[config.mk]
export PLATFORM = sky130hd
export DESIGN_NAME = cdcfg_top
export DESIGN_NICKNAME = d
export VERILOG_FILES = /design/src/hdl/cdcfg_pkg.sv /design/src/hdl/cdcfg_if.sv /design/src/hdl/cdcfg_rfilt.sv /design/src/hdl/cdcfg_top.sv
export SDC_FILE = /design/constraint.sdc
export NUM_CORES = 1
export LEC_CHECK = 0
export ABC_CLOCK_PERIOD_IN_PS = 8130
export BUFFER_PORTS_ARGS = -buffer_cell sky130_fd_sc_hd__buf_2
export CORE_MARGIN = 4
export CORE_UTILIZATION = 40
export DETAILED_ROUTE_END_ITERATION = 7
export GPL_ROUTABILITY_DRIVEN = 1
export GPL_TIMING_DRIVEN = 1
export PLACE_DENSITY = 0.73
export RECOVER_POWER = 50
export SYNTH_ARGS = -nofsm -noshare
export SYNTH_HDL_FRONTEND = slang
export SYNTH_HIERARCHICAL = 1
export SYNTH_SLANG_ARGS = --single-unit
export TNS_END_PERCENT = 1
[constraint.sdc]
create_clock -name mclk -period 8.13 [get_ports mclk]
set_clock_uncertainty 0.1 [all_clocks]
set_input_delay 0 -clock mclk [delete_from_list [all_inputs] [get_ports mclk]]
set_output_delay 0 -clock mclk [all_outputs]
set_load 0.01 [all_outputs]
[src/hdl/cdcfg_pkg.sv]
/*
 constants for the counter configuration decoder: switch positions,
 setting encodings and timing counts at the 20 MHz system clock.
 assumes nothing beyond a SystemVerilog compiler.
*/
package cdcfg_pkg;
    localparam int CLK_HZ = 20000000;
    // switch bit positions (position n sits at bit n-1)
    localparam int SW_ENABLE = 0;
    localparam int SW_SPEED = 1;
    localparam int SW_DIR = 2;
    localparam int SW_OMODE_LO = 3;
    localparam int SW_OMODE_HI = 4;
    localparam int SW_PULSE = 5;
    localparam int SW_RSTW = 6;
    localparam int SW_POL = 7;
    localparam logic [7:0] SW_FACTORY = 8'h00;
    // speed codes: 0 slow filtered, 1 fast, 2 tachometer fast
    localparam logic [1:0] SPEED_30HZ = 2'h0;
    localparam logic [1:0] SPEED_5KHZ = 2'h1;
    localparam logic [1:0] SPEED_10KHZ = 2'h2;
    // input mode codes; other variants come from keys only
    localparam logic [2:0] IMODE_UP = 3'h0;
    localparam logic [2:0] IMODE_DOWN = 3'h1;
    // basic output modes selectable by switch
    localparam logic [3:0] OMODE_N = 4'h0;
    localparam logic [3:0] OMODE_F = 4'h1;
    localparam logic [3:0] OMODE_C = 4'h2;
    localparam logic [3:0] OMODE_K1 = 4'h3;
    // counting function codes
    localparam logic [2:0] FUNC_PRESET1 = 3'h0;
    localparam logic [2:0] FUNC_PRESET2 = 3'h1;
    localparam logic [2:0] FUNC_TACHO = 3'h5;
    // display selection codes
    localparam logic [1:0] DISP_PV = 2'h0;
    localparam logic [1:0] DISP_TOTAL = 2'h1;
    localparam logic [1:0] DISP_BATCH = 2'h2;
    // times in their own units
    localparam int PULSE_LONG_MS = 500;
    localparam int PULSE_SHORT_MS = 50;
    localparam int RSTW_LONG_MS = 20;
    localparam int RSTW_SHORT_MS = 1;
    // pulse time held in 10 ms units, as the key settings use
    localparam logic [13:0] PULSE_LONG_CS = 14'(PULSE_LONG_MS / 10);
    localparam logic [13:0] PULSE_SHORT_CS = 14'(PULSE_SHORT_MS / 10);
    // least reset widths in cycles (ms times the whole kHz rate, no rounding up)
    localparam int RSTW_LONG_CYC = (RSTW_LONG_MS * (CLK_HZ / 1000));
    localparam int RSTW_SHORT_CYC = (RSTW_SHORT_MS * (CLK_HZ / 1000));
    localparam int RSTW_CNT_W = 20;
endpackage

[src/hdl/cdcfg_if.sv]
/*
 interface carrying the decoded basic settings between the decoder
 top and the reset width filter. assumes one clock domain.
*/
`timescale 1ns/1ps
interface cdcfg_if;
    logic [19:0] min_width;
    logic active_high;
    logic raw_in;
    logic ignore;
    logic accepted;
    modport top (output min_width, active_high, raw_in, ignore,
        input accepted);
    modport filt (input min_width, active_high, raw_in, ignore,
        output accepted);
endinterface

[src/hdl/cdcfg_rfilt.sv]
/*
 reset input width filter: accepts a reset only after it has stood
 active for the configured least width. assumes synchronous inputs.
*/
`timescale 1ns/1ps
module cdcfg_rfilt
    import cdcfg_pkg::*;
(
    // clocking
    input wire logic mclk,
    input wire logic rst_n,
    input wire logic clk_en,
    // settings and pin
    cdcfg_if.filt cfg
);
    logic [RSTW_CNT_W-1:0] cnt_q;
    logic acc_q;
    wire logic act;
    wire logic done;

    // polarity applied here so the same filter serves both senses
    assign act = (cfg.raw_in == cfg.active_high) && !cfg.ignore;
    assign done = (cnt_q >= cfg.min_width - 20'h00001);
    assign cfg.accepted = acc_q;

    always_ff @(posedge mclk or negedge rst_n) begin
        if (!rst_n) begin
            cnt_q <= '0;
            acc_q <= 1'b0;
        end else if (clk_en) begin
            if (!act) begin
                cnt_q <= '0;
                acc_q <= 1'b0;
            end else if (done) begin
                acc_q <= 1'b1;
            end else begin
                cnt_q <= cnt_q + 20'h00001;
            end
        end
    end

    // one edge back only: a width of one accepts after a single active edge
    width_hold_a: assert property (
        @(posedge mclk) disable iff (!rst_n)
        $rose(acc_q) |-> $past(act))
        else $error("reset accepted without standing active");
endmodule

[src/hdl/cdcfg_top.sv]
/*
 counter configuration decoder: samples the eight-position switch once
 after power-up, picks switch or key-entered basic settings, filters the
 reset inputs and drives the front-panel lamps.
 assumes synchronous pins, a key-settings store outside that holds its
 values across power cycles, and a display selector outside.
*/
`timescale 1ns/1ps
module cdcfg_top
    import cdcfg_pkg::*;
#(
    parameter bit TWO_STAGE = 1'b0,
    parameter int RSTW_LONG = RSTW_LONG_CYC,
    parameter int RSTW_SHORT = RSTW_SHORT_CYC
)(
    // clock and reset
    input wire logic mclk,
    input wire logic nrst,
    input wire logic clk_en,
    // configuration switch, bit n-1 is position n
    input wire logic [7:0] dip_sw,
    // stored key-entered settings
    input wire logic key_valid,
    input wire logic [1:0] key_speed,
    input wire logic [2:0] key_imode,
    input wire logic [3:0] key_omode,
    input wire logic [13:0] key_pulse1,
    input wire logic [13:0] key_pulse2,
    input wire logic key_rstw_short,
    input wire logic key_pol_source,
    input wire logic [1:0] key_avg,
    input wire logic [2:0] key_func,
    input wire logic key_setting_mode,
    // raw pins
    input wire logic count_input_a,
    input wire logic count_input_b,
    input wire logic reset_primary_in,
    input wire logic reset_secondary_in,
    input wire logic key_lock_n_in,
    input wire logic reset_key,
    input wire logic [1:0] disp_sel,
    // applied settings
    output logic [1:0] speed_sel,
    output logic [2:0] input_mode,
    output logic [3:0] output_mode,
    output logic [13:0] pulse1_time,
    output logic [13:0] pulse2_time,
    output logic [19:0] reset_width_cyc,
    output logic pol_source,
    output logic [1:0] avg_sel,
    output logic [2:0] func_sel,
    output logic cfg_from_switch,
    output logic cfg_valid,
    // conditioned inputs
    output logic count_a_active,
    output logic count_b_active,
    output logic reset_primary_ok,
    output logic reset_secondary_ok,
    output logic key_locked,
    output logic counter_clear,
    // lamps
    output logic lamp_reset,
    output logic lamp_total,
    output logic lamp_batch
);
    // widths beyond the filter counter would never be reached
    if (RSTW_LONG < 1 || RSTW_SHORT < 1 ||
        RSTW_LONG >= (1 << RSTW_CNT_W) ||
        RSTW_SHORT >= (1 << RSTW_CNT_W)) begin : g_bad_width
        $error("reset width counts out of range");
    end

    logic rs1_q, rs2_q;
    wire logic rst_n;
    assign rst_n = rs2_q;

    always_ff @(posedge mclk or negedge nrst) begin
        if (!nrst) begin
            rs1_q <= 1'b0;
            rs2_q <= 1'b0;
        end else begin
            rs1_q <= 1'b1;
            rs2_q <= rs1_q;
        end
    end

    // switch capture: once after release, held until next power-up
    logic [7:0] sw_q;
    logic taken_q;
    logic run_prev_q;

    always_ff @(posedge mclk or negedge rst_n) begin
        if (!rst_n) begin
            sw_q <= SW_FACTORY;
            taken_q <= 1'b0;
        end else if (clk_en && !taken_q) begin
            sw_q <= dip_sw;
            taken_q <= 1'b1;
        end
    end

    wire logic sw_en = sw_q[SW_ENABLE] && taken_q;
    wire logic is_tacho = (key_func == FUNC_TACHO);
    wire logic [2:0] dflt_func = TWO_STAGE ? FUNC_PRESET2 : FUNC_PRESET1;

    // switch-derived values
    wire logic [1:0] sw_speed_slow = SPEED_30HZ;
    wire logic [1:0] sw_speed_fast = is_tacho ? SPEED_10KHZ : SPEED_5KHZ;
    wire logic [1:0] sw_speed = sw_q[SW_SPEED] ? sw_speed_fast
                                              : sw_speed_slow;
    wire logic [2:0] sw_imode = sw_q[SW_DIR] ? IMODE_DOWN
                                             : IMODE_UP;
    wire logic [3:0] sw_omode = {2'b00, sw_q[SW_OMODE_HI],
                                 sw_q[SW_OMODE_LO]};
    wire logic [13:0] sw_pulse = sw_q[SW_PULSE] ? PULSE_SHORT_CS
                                                : PULSE_LONG_CS;
    wire logic sw_rstw_short = sw_q[SW_RSTW];
    wire logic sw_pol = sw_q[SW_POL];

    // selection between switch and stored key values
    wire logic [1:0] sel_speed = sw_en ? sw_speed : key_speed;
    wire logic [2:0] sel_imode = sw_en ? sw_imode : key_imode;
    wire logic [3:0] sel_omode = sw_en ? sw_omode : key_omode;
    wire logic [13:0] sel_pulse1 = sw_en ? sw_pulse : key_pulse1;
    wire logic sel_rstw = sw_en ? sw_rstw_short : key_rstw_short;
    wire logic sel_pol = sw_en ? sw_pol : key_pol_source;
    wire logic [2:0] sel_func = key_valid ? key_func : dflt_func;
    wire logic [19:0] sel_width = sel_rstw ? 20'(RSTW_SHORT)
                                           : 20'(RSTW_LONG);

    // key edits land only when setting mode is left
    wire logic run_entry = run_prev_q && !key_setting_mode;
    wire logic load = !cfg_valid || run_entry;

    always_ff @(posedge mclk or negedge rst_n) begin
        if (!rst_n) begin
            speed_sel <= SPEED_30HZ;
            input_mode <= IMODE_UP;
            output_mode <= OMODE_N;
            pulse1_time <= PULSE_LONG_CS;
            pulse2_time <= PULSE_LONG_CS;
            reset_width_cyc <= 20'(RSTW_LONG);
            pol_source <= 1'b0;
            avg_sel <= 2'h0;
            func_sel <= FUNC_PRESET1;
            cfg_from_switch <= 1'b0;
            cfg_valid <= 1'b0;
            run_prev_q <= 1'b0;
            counter_clear <= 1'b0;
        end else if (clk_en) begin
            run_prev_q <= key_setting_mode;
            counter_clear <= run_entry;
            if (taken_q && load) begin
                speed_sel <= sel_speed;
                input_mode <= sel_imode;
                output_mode <= sel_omode;
                pulse1_time <= sel_pulse1;
                pulse2_time <= key_pulse2;
                reset_width_cyc <= sel_width;
                pol_source <= sel_pol;
                avg_sel <= key_avg;
                func_sel <= sel_func;
                cfg_from_switch <= sw_en;
                cfg_valid <= 1'b1;
            end
        end
    end

    // reset filters, one per reset input
    wire logic tacho_on = (func_sel == FUNC_TACHO);
    cdcfg_if c1 ();
    cdcfg_if c2 ();
    assign c1.min_width = reset_width_cyc;
    assign c1.active_high = pol_source;
    assign c1.raw_in = reset_primary_in;
    assign c1.ignore = !cfg_valid;
    assign c2.min_width = reset_width_cyc;
    assign c2.active_high = pol_source;
    assign c2.raw_in = reset_secondary_in;
    assign c2.ignore = !cfg_valid || tacho_on;

    cdcfg_rfilt u_rf1 (.mclk(mclk), .rst_n(rst_n), .clk_en(clk_en),
        .cfg(c1.filt));
    cdcfg_rfilt u_rf2 (.mclk(mclk), .rst_n(rst_n), .clk_en(clk_en),
        .cfg(c2.filt));

    // sink sensing pulls low when active; source drives high
    wire logic a_act = (count_input_a == pol_source);
    wire logic b_act = (count_input_b == pol_source) && !tacho_on;
    wire logic prim_raw = (reset_primary_in == pol_source);
    wire logic lamp_sel_t = (disp_sel == DISP_TOTAL);
    wire logic lamp_sel_b = (disp_sel == DISP_BATCH);

    always_ff @(posedge mclk or negedge rst_n) begin
        if (!rst_n) begin
            count_a_active <= 1'b0;
            count_b_active <= 1'b0;
            reset_primary_ok <= 1'b0;
            reset_secondary_ok <= 1'b0;
            key_locked <= 1'b0;
            lamp_reset <= 1'b0;
            lamp_total <= 1'b0;
            lamp_batch <= 1'b0;
        end else if (clk_en) begin
            count_a_active <= a_act && cfg_valid;
            count_b_active <= b_act && cfg_valid;
            reset_primary_ok <= c1.accepted;
            reset_secondary_ok <= c2.accepted;
            key_locked <= !key_lock_n_in;
            lamp_reset <= (prim_raw && cfg_valid) || reset_key;
            lamp_total <= lamp_sel_t;
            lamp_batch <= lamp_sel_b;
        end
    end

    // guards; loaded values are checked on the next edge after an enabled load edge
    sw_frozen_a: assert property (
        @(posedge mclk) disable iff (!rst_n)
        taken_q && $past(taken_q) |-> $stable(sw_q))
        else $error("switch copy changed after capture");
    sw_factory_a: assert property (
        @(posedge mclk) disable iff (!rst_n)
        !taken_q |-> sw_q == SW_FACTORY)
        else $error("switch copy not factory before capture");
    sw_ignored_a: assert property (
        @(posedge mclk) disable iff (!rst_n)
        cfg_valid && !cfg_from_switch && $past(clk_en)
        && $past(run_entry) |-> speed_sel == $past(key_speed))
        else $error("switch used while disabled");
    speed_sel_a: assert property (
        @(posedge mclk) disable iff (!rst_n)
        $past(clk_en) && $past(taken_q && load && sw_en)
        |-> speed_sel == (!$past(sw_q[SW_SPEED]) ? SPEED_30HZ
            : $past(is_tacho) ? SPEED_10KHZ : SPEED_5KHZ))
        else $error("speed does not follow switch");
    down_sel_a: assert property (
        @(posedge mclk) disable iff (!rst_n)
        $past(clk_en) && $past(taken_q && load && sw_en)
        |-> input_mode == ($past(sw_q[SW_DIR]) ? IMODE_DOWN
                                               : IMODE_UP))
        else $error("direction does not follow switch");
    omode_sel_a: assert property (
        @(posedge mclk) disable iff (!rst_n)
        $past(clk_en) && $past(taken_q && load && sw_en)
        |-> output_mode == (!$past(sw_q[SW_OMODE_HI])
            ? ($past(sw_q[SW_OMODE_LO]) ? OMODE_F : OMODE_N)
            : ($past(sw_q[SW_OMODE_LO]) ? OMODE_K1 : OMODE_C)))
        else $error("output mode does not follow switch");
    pulse_sel_a: assert property (
        @(posedge mclk) disable iff (!rst_n)
        $past(clk_en) && $past(taken_q && load && sw_en)
        |-> pulse1_time == ($past(sw_q[SW_PULSE]) ? PULSE_SHORT_CS
                                                  : PULSE_LONG_CS))
        else $error("pulse time wrong");
    width_sel_a: assert property (
        @(posedge mclk) disable iff (!rst_n)
        $past(clk_en) && $past(taken_q && load)
        |-> reset_width_cyc == ($past(sel_rstw) ? 20'(RSTW_SHORT)
                                                : 20'(RSTW_LONG)))
        else $error("reset width wrong");
    pol_sel_a: assert property (
        @(posedge mclk) disable iff (!rst_n)
        $past(clk_en) && $past(taken_q && load && sw_en)
        |-> pol_source == $past(sw_q[SW_POL]))
        else $error("polarity does not follow switch");
    key_only_a: assert property (
        @(posedge mclk) disable iff (!rst_n)
        $past(clk_en) && $past(taken_q && load)
        |-> pulse2_time == $past(key_pulse2))
        else $error("second pulse time not from keys");
    default_fn_a: assert property (
        @(posedge mclk) disable iff (!rst_n)
        $past(clk_en) && $past(taken_q && load && !key_valid)
        |-> func_sel == (TWO_STAGE ? FUNC_PRESET2 : FUNC_PRESET1))
        else $error("default function wrong");
    run_clear_a: assert property (
        @(posedge mclk) disable iff (!rst_n)
        counter_clear && $past(clk_en) |-> !$past(key_setting_mode))
        else $error("counter cleared while still in setting mode");
    lamp_rst_a: assert property (
        @(posedge mclk) disable iff (!rst_n)
        clk_en && reset_key |=> lamp_reset)
        else $error("reset lamp dark with key pressed");
    lamp_tot_a: assert property (
        @(posedge mclk) disable iff (!rst_n)
        clk_en |=> lamp_total == ($past(disp_sel) == DISP_TOTAL))
        else $error("total lamp mismatch");
    lamp_bat_a: assert property (
        @(posedge mclk) disable iff (!rst_n)
        clk_en |=> lamp_batch == ($past(disp_sel) == DISP_BATCH))
        else $error("batch lamp mismatch");
    tacho_b_a: assert property (
        @(posedge mclk) disable iff (!rst_n)
        clk_en && tacho_on |=> !count_b_active)
        else $error("second count input used in tachometer");
    lock_pol_a: assert property (
        @(posedge mclk) disable iff (!rst_n)
        clk_en |=> key_locked == !$past(key_lock_n_in))
        else $error("key lock polarity wrong");
endmodule

[After elaboration in Yosys (flattened, before gate mapping)]
Index checks and enable logic that the tools add are counted.
Storage, ports and cells
  register bits after elaboration: 128
  latch bits: 0
  memory bits (writable): 0
  bits in read-only memories: 0
  output and inout port bits: 74
  word-level logic and storage cells: 89
  memories: 0
Operators by class
  add/subtract/negate cells: 3
  $mul: 0
  divide/modulo/power cells: 0
  magnitude comparators: 2
  eq/ne operators: 12
  shifts and indexed selects: 0
  multiplexer cells: 20
  bitwise logic cells: 0
  reductions and logical operators: 23
Operators by type and width (number)
  2-to-1 mux 20 bit: 4
  adder 20 x 1 -> 20 bit, second input constant: 2
  greater-or-equal comparator 20 bit: 2
  subtractor 20 x 1 -> 20 bit, second input constant: 1
  2-to-1 mux 19 bit: 1
  2-to-1 mux 14 bit: 1
  AND reduction 2 bit: 5
  logical AND 1 bit: 9
  inequality test 2 bit, second input constant: 4
  2-to-1 mux 1 bit: 7
  equality test 3 bit, second input constant: 2
  zero test 1 bit: 6
  2-to-1 mux 2 bit: 3
  2-to-1 mux 3 bit: 2
  2-to-1 mux 6 bit: 1
  equality test 1 bit: 4
  2-to-1 mux 4 bit: 1
  logical OR 1 bit: 3
  equality test 2 x 1 -> 1 bit, second input constant: 1
  equality test 2 bit, second input constant: 1

[Longest topological paths before layout]
Gate-level depths: netlist of run 1.
  word-level depth: 6
  gate-level depth with buffers: 16

[Modules after synthesis]
Netlist of run 1, hierarchy kept.
By module, submodules not included
  cdcfg_top: times used 1, cells each 228, area an instance 3136.8 µm², sequential area each 1710.4 µm²
  cdcfg_rfilt (u_rf1): times used 1, cells each 252, area an instance 2098.3 µm², sequential area each 525.5 µm²
  cdcfg_rfilt (u_rf2): times used 1, cells each 238, area an instance 1970.6 µm², sequential area each 525.5 µm²

[Least setup slack after synthesis of run 1]
Ideal clock, no wire load.
  path kind: register to register
  from: reg reset_width_cyc[14]
  to: reg u_rf1.cnt_q[14]
  setup time: 124 ps
  arrival: 3297 ps
  data required time: 7906 ps
  slack: 4609 ps
  cell stages (with the launch flop): 12
  path buffers: 1
  clock period less this slack: 3521 ps
  cell sequence: dfrtp_1 > or4_1 > nor4b_1 > xnor2_1 > ha_1 > a21oi_1 > o21a_1 > o311a_1 > o21ai_2 > buf_2 > o311a_1 > a211o_1
Between the ends
  word-level cells in the longest chain between the ends: 4
Ends and longest elaborated chain
  start, declared: RTL line cdcfg_top.sv:48  | output logic [19:0] reset_width_cyc,
  start signal, assigned: RTL line cdcfg_top.sv:142  | reset_width_cyc <= 20'(RSTW_LONG);
  start signal, assigned: RTL line cdcfg_top.sv:159  | reset_width_cyc <= sel_width;
  subtractor 20 x 1 -> 20 bit: RTL line cdcfg_rfilt.sv:23  | assign done = (cnt_q >= cfg.min_width - 20'h00001);
  greater-or-equal comparator 20 bit: RTL line cdcfg_rfilt.sv:23
  inequality test 2 bit (no source line)
  AND reduction 2 bit (no source line)
  end signal, assigned: RTL line cdcfg_rfilt.sv:37  | cnt_q <= cnt_q + 20'h00001;
  end, declared: RTL line cdcfg_rfilt.sv:16  | logic [RSTW_CNT_W-1:0] cnt_q;
Every way passes these cells.
A chain may end at the register's enable or synchronous reset.

[Final worst setup path of run 1]
  from: reg reset_width_cyc[14]
  to: reg u_rf1.cnt_q[1]
The elaborated chain is that of the path after synthesis.

==> results.yml, run 1 <==
clocking:
  path_clk_slew_ns: 0.08
  clockBufferDepth: 2
  clock-sinks: 110
  htreeDepth: 3
  clkLatencyLatePin_ns: 0.35
  cts_tree: "built"
  cts-root-buf: "clkbuf_16"
  cts_buffers: 9
setup_path:
  critPathArrivalTime_ns: 4.21
  worstPathCellList: "or4_1 > nor4b_1 > xnor2_1 > ha_1 > a21oi_1 > o21a_1 > a21o_1 > o21ai_2 > a21boi_0 > o22ai_1"
  reg2reg_depth: 10
  slowest_stage: "dfrtp_1"
  critPathKind: "register to register"
  regToRegSetupSlack_ns: 4.08
  start_kind: "register"
  slowest_delay_ns: 0.76
  required_ns: 8.28
  end_kind: "register"
  cp_max_fo: 29
synthesis:
  synth_top_area_cell: "dfrtp_1"
  synth_seq_cells: 110
  syn_avg_cell_area_um2: 10.04
  syn_area_um2: 7206
  synthTopCellsByArea: "dfrtp_1 (36%), ha_1 (7.6%), mux2_4 (6.5%), xnor2_1 (3.8%), nand3_1 (3.5%)"
  syn_inst: 718
  synth_edf_count: 0
  synth_flop_cell: "dfrtp_1"
  synth.top_cell.area_share_pct: 35.77
  yosysWarningCount: 6
  seq_area_frac_synth_pct: 38.32
  synth_cell_types: 64
  synthArstFlopShare_pct: 100.0
routing:
  via_per_inst: 5.086
  wl_per_cell_um: 15.21
  drc_errors: 0
  vias: 6098
  drtIter0Drc: 438
  antenna_left: 0
  drt-pass1-iter-count: 6
  drt-total-wl_um: 18240
sta:
  setup_viol: 0
  rsz0062_at_grt: "no"
  final.min_clock_period_ns: 4.051
  tns_ns: 0
  whs_ns: 0.02949
  fmax_ghz: 0.2468
  final_max_slew_viol_count: 0
  final-hold-violation-count: 0
  final.period_utilization_pct: 49.83
  worstMarginPinSlew_ns: 1.091
  slew_headroom_pct: 27.29
power:
  comb_power_share_pct: 32.3
  p_total_mw: 1.945
  leakage_nw: 4.132
  p_sw_share_pct: 37.19
  ir_drop_uv: 153.6
  power.internal_mw: 1.222
  power_switching_uw: 723.1
  p_clk_share_pct: 24.1
  cellPowerDensity_nw_per_um2: 214.1
  seqPwrFrac_pct: 43.6
placed_design:
  dpl_cell_area_um2: 8202
  dpl.cell_count: 1120
  gp_congestion: 0.8185
  io_buffers: 125
  dp.final_hpwl_um: 11880
status:
  status: "finished, final reports clean"
hold_path:
  min_path_type: "input pin to register"
  hold_path_depth: 4
layout:
  fin_area_um2: 9081
  multi_input_area_um2: 4357
  syn_to_final_growth_pct: 26.03
  final_nets: 1078
  final-seq-area_um2: 2761
  antennaDiodeCount: 0
  fin_cells: 1199
  fillers: 1532
  drive_above_1_share_pct: 16.32
floorplanning:
  start_util_pct: 41.23
  die_w_um: 142.2
  rows: 48
  fp.dieH_um: 142.2
  core_area_um2: 17480
  dieArea_um2: 20230
  ioPinCount: 139
global_route:
  grt_pass1_wl_um: 31040
  overflow: 0
  antenna_found_initial: 0
  grt_max_degree: 83
  grtUsageTotal_pct: 18.50
  grt_pass1_vias: 6219
run:
  cap_viol_max_count: 0
==> cell usage after synthesis, types with 14 or more instances <==
master	n
a21oi_1	27
inv_1	35
nand2_1	58
ha_1	44
nor3_1	17
nor2_1	27
nand2b_1	16
mux2_2	21
dfrtp_1	103
mux2_4	31
clkbuf_1	14
buf_4	19
nor2b_1	18
or4_1	30
nand3_1	50
xnor2_1	31
o211ai_1	28
==> worst max-delay path, delay by kind of cell, from the launching register on <==
kind / cells / cell delay [ns]
and+or+nand+nor: 2 / 1.05
adders and majority gates: 1 / 0.18
DFF: 1 / 0.76
AOI/OAI and AO/OA: 6 / 1.67
xor gates and xnor gates: 1 / 0.19
==> power by group through the flow <==
stage / Sequential [mW] / Combinational, mW / Clock [mW]
finish: 0.847 / 0.629 / 0.468
global route: 0.874 / 0.707 / 0.501
floorplan: 0.845 / 0.418 / 0
detailed placement: 0.848 / 0.619 / 0
global placement: 0.846 / 0.602 / 0
CTS: 0.844 / 0.642 / 0.478
==> layout make-up <==
class	instances	area share, %
clock buffer	9	2.480
clock inverter	7	1.075
inverter	36	1.488
multi-input combinational	619	47.97
sequential	110	30.41
tap	225	3.100
timing repair buffer	193	13.47
==> stage by stage <==
stage	worst slack, ns	utilization [%]
after CTS	4.111	52.38
after global placement	4.242	46.93
after detailed placement	4.131	46.93
after global routing	3.765	51.96
after floorplan	4.609	-
final	4.079	51.96
==> repair_timing <==
| action | CTS | global route |
|---|---|---|
| hold buffers | 63 | 0 |
| hold endpoints to repair | 60 | 0 |
| buffers inserted | 0 | 0 |
| resized for setup | 0 | 0 |
==> per-layer routing <==
layer	share of wire [%]	global-route usage [%]	up-vias	routed length, um
met5	0	0	-	0
met4	1.6	4.899	0	298
met1	45	25.04	2869	8237
met3	6.3	4.368	21	1146
met2	47	29.89	187	8556
li1	-	-	3021	-
==> path summary, 6_finish.rpt <==
path / from / to
setup / recovery: reset_width_cyc[14]$_DFFE_PN0P_ / u_rf1/cnt_q[1]$_DFFE_PN0P_
hold / removal: key_speed[1] / speed_sel[1]$_DFFE_PN0P_
setup reg to reg: reset_width_cyc[14]$_DFFE_PN0P_ / u_rf1/cnt_q[1]$_DFFE_PN0P_
hold reg to reg: rs1_q$_DFF_PN0_ / rs2_q$_DFF_PN0_
max in group asynchronous: rs2_q$_DFF_PN0_ / pol_source$_DFFE_PN0P_
min in group asynchronous: rs2_q$_DFF_PN0_ / u_rf1/cnt_q[1]$_DFFE_PN0P_
==> placed cells by master, fill, tap and decap left out, types with 3 or more instances in the layout <==
cell type and instances:
or4_1 30, xnor2_1 31, mux2_2 21, nor2b_1 18, mux2_4 31, nand4_1 12
dfstp_1 5, dfrtp_1 103, o21ai_0 12, ha_1 44, and4_1 3, nor2_1 27
buf_2 69, inv_1 35, nor3_1 17, xor2_1 10, nand3_1 50, nand2b_1 16
o311ai_0 7, clkbuf_16 9, mux2i_1 12, buf_4 5, a21oi_1 27, dlygate4sd3_1 63
nand2_1 58, o22ai_1 4, clkbuf_1 56, nor4_1 8, and3_1 11, o21a_1 3
conb_1 91, inv_6 3, o211ai_1 28, or3_1 5, or4_4 3
==> cell families after synthesis <==
kind of cell	after synthesis	synth area share (%)
simple gates	274	21.08
flops	110	38.32
compound gates	105	10.61
buf+inv	78	5.852
fa+ha+maj	44	7.640
xor+xnor	41	4.983
mux	64	11.41
other cells	2	0.1042
==> registers in the layout, indices dropped and copies added (netlist names), 2 cells and up <==
signal and cells:
sw_q 8, func_sel 3, pulse2_time 14, pulse1_time 14
reset_width_cyc 2, output_mode 4, u_rf1/cnt_q 20, speed_sel 2
u_rf2/cnt_q 20, input_mode 3, avg_sel 2
Note: power is estimated with default switching activity, not from simulation.
==> run 2: changes to the inputs <==
--- a/config.mk
+++ b/config.mk
@@ -5,14 +5,15 @@
 export SDC_FILE = /design/constraint.sdc
 export NUM_CORES = 1
 export LEC_CHECK = 0
-export ABC_CLOCK_PERIOD_IN_PS = 8130
+export ABC_AREA = 1
+export ABC_CLOCK_PERIOD_IN_PS = 3650
 export BUFFER_PORTS_ARGS = -buffer_cell sky130_fd_sc_hd__buf_2
 export CORE_MARGIN = 4
 export CORE_UTILIZATION = 40
 export DETAILED_ROUTE_END_ITERATION = 7
 export GPL_ROUTABILITY_DRIVEN = 1
 export GPL_TIMING_DRIVEN = 1
-export PLACE_DENSITY = 0.73
+export PLACE_DENSITY = 0.74
 export RECOVER_POWER = 50
 export SYNTH_ARGS = -nofsm -noshare
 export SYNTH_HDL_FRONTEND = slang
==> constraint.sdc (replaced) <==
create_clock -name mclk -period 3.65 [get_ports mclk]
set_clock_uncertainty 0.1 [all_clocks]
set_input_delay 0 -clock mclk [delete_from_list [all_inputs] [get_ports mclk]]
set_output_delay 0 -clock mclk [all_outputs]
set_load 0.01 [all_outputs]
==> results.yml, run 2 <==
status:
  status: "complete, but fails checks"
  violations: "max-capacitance violations, max-slew violations"
synthesis:
  synth_seq_cells: 110
  synth_top_area_cell: "dfrtp_1"
  yosysMostFrequentCell: "nand2_1"
  synth.top_cell.area_share_pct: 31.60
  synth_cell_types: 44
  syn_area_um2: 8158
  seq_area_frac_synth_pct: 33.85
  synthArstFlopShare_pct: 100.0
  yosys-top-cells-count: "nand2_1 (378), inv_1 (123), nor2_1 (104), dfrtp_1 (103), nand3_1 (93)"
  syn_avg_cell_area_um2: 7.175
  synth_edf_count: 0
  yosysWarningCount: 6
  synthTopCellsByArea: "dfrtp_1 (32%), nand2_1 (17%), ha_1 (6.7%), nand3_1 (5.7%), inv_1 (5.7%)"
  syn_inst: 1137
  synth_flop_cell: "dfrtp_1"
clocking:
  clock-sinks: 110
  clockBufferDepth: 2
  cts-root-buf: "clkbuf_16"
  cts_tree: "built"
  cts_buffers: 9
  htreeDepth: 3
  cts_setup_buffers: 0
  path_clk_slew_ns: 0.08
  clkLatencyLatePin_ns: 0.35
routing:
  wl_per_cell_um: 12.79
  drtIter0Drc: 510
  antenna_left: 0
  drt-total-wl_um: 21220
  via_per_inst: 4.729
  drc_errors: 0
  vias: 7846
  drt-pass1-iter-count: 5
layout:
  fillers: 1873
  drive_above_1_share_pct: 12.70
  antennaDiodeCount: 0
  final_nets: 1498
  layout_commonest_cell: "nand2_1"
  final_cell_mix: "nand2_1 (378), inv_1 (123), nor2_1 (104), dfrtp_1 (103), nand3_1 (93)"
  utilization_pct: 50.69
  fin_area_um2: 10030
  top_regs: "u_rf1/cnt_q (20), u_rf2/cnt_q (20)"
  syn_to_final_growth_pct: 22.91
power:
  p_total_mw: 3.091
  power.internal_mw: 2.072
  ir_drop_uv: 370.6
  leakage_nw: 5.257
  seqPwrFrac_pct: 45.9
  p_sw_share_pct: 32.94
  p_clk_share_pct: 30.3
  power_switching_mw: 1.018
  comb_power_share_pct: 23.8
  cellPowerDensity_nw_per_um2: 308.2
setup_path:
  slowest_stage: "dfstp_2"
  start_kind: "register"
  reg2reg_from: "reset_width_cyc[17]$_DFFE_PN1P_"
  end_kind: "register"
  reg2reg_depth: 13
  cpMostUsedCell: "nand2_1"
  r2r_end: "u_rf2/cnt_q[19]$_DFFE_PN0P_"
  setup.worst_path.end: "u_rf2/cnt_q[19]$_DFFE_PN0P_"
  slowest_delay_ns: 0.80
  worstPathCellList: "buf_4 > xor2_1 > inv_1 > ha_1 > nand2_1 > nor2_1 > nand2_2 > nor2_2 > nand2_1 > nand4_2 > nand2_4 > nand3_1 > nand2_1"
  cp_max_fo: 24
  required_ns: 3.78
  critPathArrivalTime_ns: 3.06
  cp-startpoint: "reset_width_cyc[17]$_DFFE_PN1P_"
  regToRegSetupSlack_ns: 0.73
  critPathKind: "register to register"
global_route:
  use_met3_pct: 3.890
  grt.busiest_layer: "met2"
  grtUsageTotal_pct: 19.45
  antenna_found_initial: 0
  grt_pass1_wl_um: 36620
  overflow: 0
  grt_max_degree: 67
  met2_usage_pct: 32.19
  grt_pass1_vias: 7697
  grtUsageMet1_pct: 26.02
sta:
  rsz0062_at_grt: "no"
  final.period_utilization_pct: 80.05
  final_max_slew_viol_count: 66
  slew_headroom_pct: -79.58
  final-hold-violation-count: 0
  tns_ns: 0
  fmax_ghz: 0.3422
  whs_ns: 0.1555
  setup_viol: 0
  worstMarginPinSlew_ns: 2.694
  final.min_clock_period_ns: 2.922
run:
  cap_viol_max_count: 1
floorplanning:
  core_area_um2: 19780
  die_w_um: 150.8
  rows: 51
  start_util_pct: 41.24
  dieArea_um2: 22740
  fp.dieH_um: 150.8
  ioPinCount: 139
placed_design:
  io_buffers: 125
  dp.final_hpwl_um: 14850
  dpl_cell_area_um2: 9140
  gp_congestion: 0.8795
hold_path:
  min_path_type: "input pin to register"
[run 2: cell count changes in the layout (fill, tap and decap cells not counted), sizes merged, moves of 9 or more]
cell,delta
xor2,+25
nor2b,-18
nand2,+339
nor2,+95
or4,-33
xnor2,-20
and3,-9
nand2b,-17
mux2,-52
inv,+90
o211ai,-28
o21ai,+25
mux2i,-12
nand3,+56
[run 2: power groups by stage]
stage,logic [mW],registers (mW),clock network (mW)
after floorplan,0.446,1.47,0
after global placement,0.663,1.44,0
after detailed placement,0.676,1.44,0
after CTS,0.738,1.42,0.949
after global routing,0.842,1.44,1.00
final,0.737,1.42,0.935
[run 2: critical path: cells and delay by family, from the launching register on]
family | cells | cell delay, ns
flip-flops | 1 | 0.80
AND/OR/NAND/NOR | 9 | 1.15
XOR/XNOR | 1 | 0.15
buffers and inverters | 2 | 0.32
adder cells (fa/ha/maj) | 1 | 0.27
[run 2: worst min path at each step]
stage                                  start  cells after the start                         end  slack, ns
after floorplan                         nrst                      0             rs1_q$_DFF_PN0_      -0.40
after global placement                  nrst                      1             rs1_q$_DFF_PN0_      -0.31
after detailed placement                nrst                      1             rs1_q$_DFF_PN0_      -0.31
after CTS                 reset_secondary_in                      6  u_rf2/cnt_q[2]$_DFFE_PN0P_       0.15
after global routing      reset_secondary_in                      6  u_rf2/cnt_q[2]$_DFFE_PN0P_       0.21
final                     reset_secondary_in                      6  u_rf2/cnt_q[2]$_DFFE_PN0P_       0.16
[run 2: cell families after synthesis]
logic type,count (synthesis),share of synthesized area (%)
and+or+nand+nor,670,37.22
buffers and inverters,177,10.60
DFF,110,33.85
AOI/OAI and AO/OA,88,6.549
xor gates and xnor gates,46,4.939
adders and majority gates,44,6.748
other,2,0.09206
[run 2: area by class of cell]
| type | count | area, um^2 | share of cell area [%] |
|---|---|---|---|
| clock buffer | 12 | 236.5 | 2.358 |
| timing repair buffer | 202 | 1321 | 13.18 |
| inverter | 127 | 479.2 | 4.779 |
| multi-input combinational | 939 | 4866 | 48.53 |
| sequential | 110 | 2761 | 27.54 |
| tap | 265 | 331.6 | 3.307 |
| clock inverter | 4 | 31.28 | 0.3120 |
[run 2: repair_timing]
| item | CTS | global route |
|---|---|---|
| hold endpoints to repair | 67 | 0 |
| gates resized for setup | 0 | 0 |
| hold buffers | 69 | 0 |
[run 2: layer usage]
layer / wire (um) / up-vias
li1: - / 3989
met1: 9718 / 3581
met2: 9839 / 247
met3: 1332 / 29
met4: 331 / 0
met5: 0 / -
[run 2: through the flow]
| stage | instances | setup slack [ns] |
|---|---|---|
| after global placement | 1574 | 0.7429 |
| final | 1659 | 0.7280 |
| after detailed placement | 1574 | 0.7404 |
| after floorplan | 1226 | 0.2710 |
| after global routing | 1659 | 0.3524 |
| after CTS | 1659 | 0.7232 |
==> run 3: changes to the inputs <==
--- a/config.mk
+++ b/config.mk
@@ -6,14 +6,14 @@
 export NUM_CORES = 1
 export LEC_CHECK = 0
 export ABC_AREA = 1
-export ABC_CLOCK_PERIOD_IN_PS = 3650
+export ABC_CLOCK_PERIOD_IN_PS = 3000
 export BUFFER_PORTS_ARGS = -buffer_cell sky130_fd_sc_hd__buf_2
 export CORE_MARGIN = 4
 export CORE_UTILIZATION = 40
 export DETAILED_ROUTE_END_ITERATION = 7
 export GPL_ROUTABILITY_DRIVEN = 1
 export GPL_TIMING_DRIVEN = 1
-export PLACE_DENSITY = 0.74
+export PLACE_DENSITY = 0.72
 export RECOVER_POWER = 50
 export SYNTH_ARGS = -nofsm -noshare
 export SYNTH_HDL_FRONTEND = slang
==> constraint.sdc (replaced) <==
create_clock -name mclk -period 3 [get_ports mclk]
set_clock_uncertainty 0.1 [all_clocks]
set_input_delay 0 -clock mclk [delete_from_list [all_inputs] [get_ports mclk]]
set_output_delay 0 -clock mclk [all_outputs]
set_load 0.01 [all_outputs]
==> results.yml, run 3 (synthesized netlist as in run 2, its figures left out) <==
clocking:
  cts_resized: 0
  path_clk_slew_ns: 0.08
  htreeDepth: 3
  cts_setup_buffers: 0
  clock-sinks: 110
  clkLatencyLatePin_ns: 0.35
  clockBufferDepth: 2
  cts_tree: "built"
  cts-root-buf: "clkbuf_16"
  cts_buffers: 9
global_route:
  grt_max_degree: 63
  grtUsageTotal_pct: 19.71
  antenna_found_initial: 0
  grt_pass1_wl_um: 36900
  overflow: 0
  grt_pass1_vias: 7742
setup_path:
  setup.worst_path.end: "u_rf2/cnt_q[11]$_DFFE_PN0P_"
  reg2reg_depth: 15
  reg2reg_from: "reset_width_cyc[17]$_DFFE_PN1P_"
  start_kind: "register"
  regToRegSetupSlack_ns: 0.31
  cp_max_fo: 20
  critPathArrivalTime_ns: 2.88
  cp-startpoint: "reset_width_cyc[17]$_DFFE_PN1P_"
  r2r_end: "u_rf2/cnt_q[11]$_DFFE_PN0P_"
  critPathKind: "register to register"
  end_kind: "register"
  required_ns: 3.19
routing:
  drc_errors: 0
  vias: 7844
  drt-total-wl_um: 21720
  antenna_left: 0
  via_per_inst: 4.714
  drtIter0Drc: 425
  drt-pass1-iter-count: 5
  wl_per_cell_um: 13.05
power:
  cellPowerDensity_nw_per_um2: 379.4
  ir_drop_uv: 319.8
  seqPwrFrac_pct: 45.2
  leakage_nw: 5.279
  p_sw_share_pct: 33.68
  comb_power_share_pct: 23.9
  p_total_mw: 3.818
  p_clk_share_pct: 30.9
  power.internal_mw: 2.532
  power_switching_mw: 1.286
layout:
  antennaDiodeCount: 0
  top_regs: "u_rf1/cnt_q (20), u_rf2/cnt_q (20)"
  final-seq-area_um2: 2763
  utilization_pct: 50.86
  fin_area_um2: 10060
  final_cell_mix: "nand2_1 (378), inv_1 (123), nor2_1 (104), dfrtp_1 (102), nand3_1 (93)"
  fin_cells: 1664
  drive_above_1_share_pct: 13.30
  multi_input_area_um2: 4866
  layout_commonest_cell: "nand2_1"
  final_nets: 1503
  fillers: 1905
  syn_to_final_growth_pct: 23.33
placed_design:
  io_buffers: 125
  gp_congestion: 0.8546
  dp.final_hpwl_um: 14990
  dpl.cell_count: 1580
  pre_cts_ws_ns: 0.3253
  dpl_cell_area_um2: 9185
floorplanning:
  start_util_pct: 41.24
  fp.dieH_um: 150.8
  core_area_um2: 19780
  rows: 51
  die_w_um: 150.8
  dieArea_um2: 22740
  ioPinCount: 139
status:
  status: "finished, final reports clean"
hold_path:
  min_path_type: "input pin to register"
  hold_path_depth: 6
sta:
  final.period_utilization_pct: 89.56
  final-hold-violation-count: 0
  layout_setup_ws_ns: 0.3131
  tns_ns: 0
  final_max_slew_viol_count: 0
  setup_viol: 0
  fmax_ghz: 0.3722
  final.min_clock_period_ns: 2.687
  whs_ns: 0.1660
  rsz0062_at_grt: "no"
  slew_headroom_pct: 8.860
  worstMarginPinSlew_ns: 1.367
run:
  cap_viol_max_count: 0
-- run 3: what timing repair did --
item | in CTS | in global routing
endpoints found under the hold margin | 64 | 0
hold buffers | 68 | 0
endpoints found under the setup margin | 0 | 0
-- run 3: power by group through the flow --
stage	combinational, mW	sequential [mW]	clock [mW]
finish	0.913	1.73	1.18
global route	1.04	1.75	1.25
CTS	0.911	1.72	1.19
detailed placement	0.840	1.74	0
global placement	0.825	1.75	0
floorplan	0.542	1.78	0
-- run 3: per-layer routing --
metal  global-route usage, %  part of all wire (%)  vias to the layer above
met4                   6.573                   2.7                        0
met5                       0                     0                        -
met1                   25.82                    44                     3507
met2                   32.48                    46                      288
li1                        -                     -                     3999
met3                   4.219                   7.0                       50
-- run 3: final cells by class --
type                            count  area share [%]
Clock buffer                       10           2.276
Clock inverter                      6          0.5223
Inverter                          127           4.763
Multi-Input combinational cell    939           48.36
Sequential cell                   110           27.46
Tap cell                          265           3.296
Timing Repair Buffer              207           13.32
-- run 3: worst min-delay path by stage --
stage	to	slack, ns	startpoint
2_1_floorplan	rs1_q$_DFF_PN0_	-0.40	nrst
3_3_place_gp	rs1_q$_DFF_PN0_	-0.31	nrst
3_5_place_dp	rs1_q$_DFF_PN0_	-0.31	nrst
4_1_cts	u_rf2/cnt_q[2]$_DFFE_PN0P_	0.15	reset_secondary_in
5_1_grt	u_rf2/cnt_q[0]$_DFFE_PN0P_	0.26	reset_secondary_in
6_report	u_rf2/cnt_q[2]$_DFFE_PN0P_	0.17	reset_secondary_in
-- run 3: worst max-delay path, cell delays in order, from the launching register on --
cell     delay [ns]
dfstp_2        0.69
buf_4          0.23
xor2_1         0.15
inv_1          0.07
ha_1           0.28
nand2_1        0.05
nor2_1         0.18
nand2_2        0.10
nor2_1         0.09
nand2_1        0.05
nand2_1        0.05
nor2_1         0.04
nand3_1        0.07
buf_4          0.25
nand3_1        0.12
nand2_1        0.10
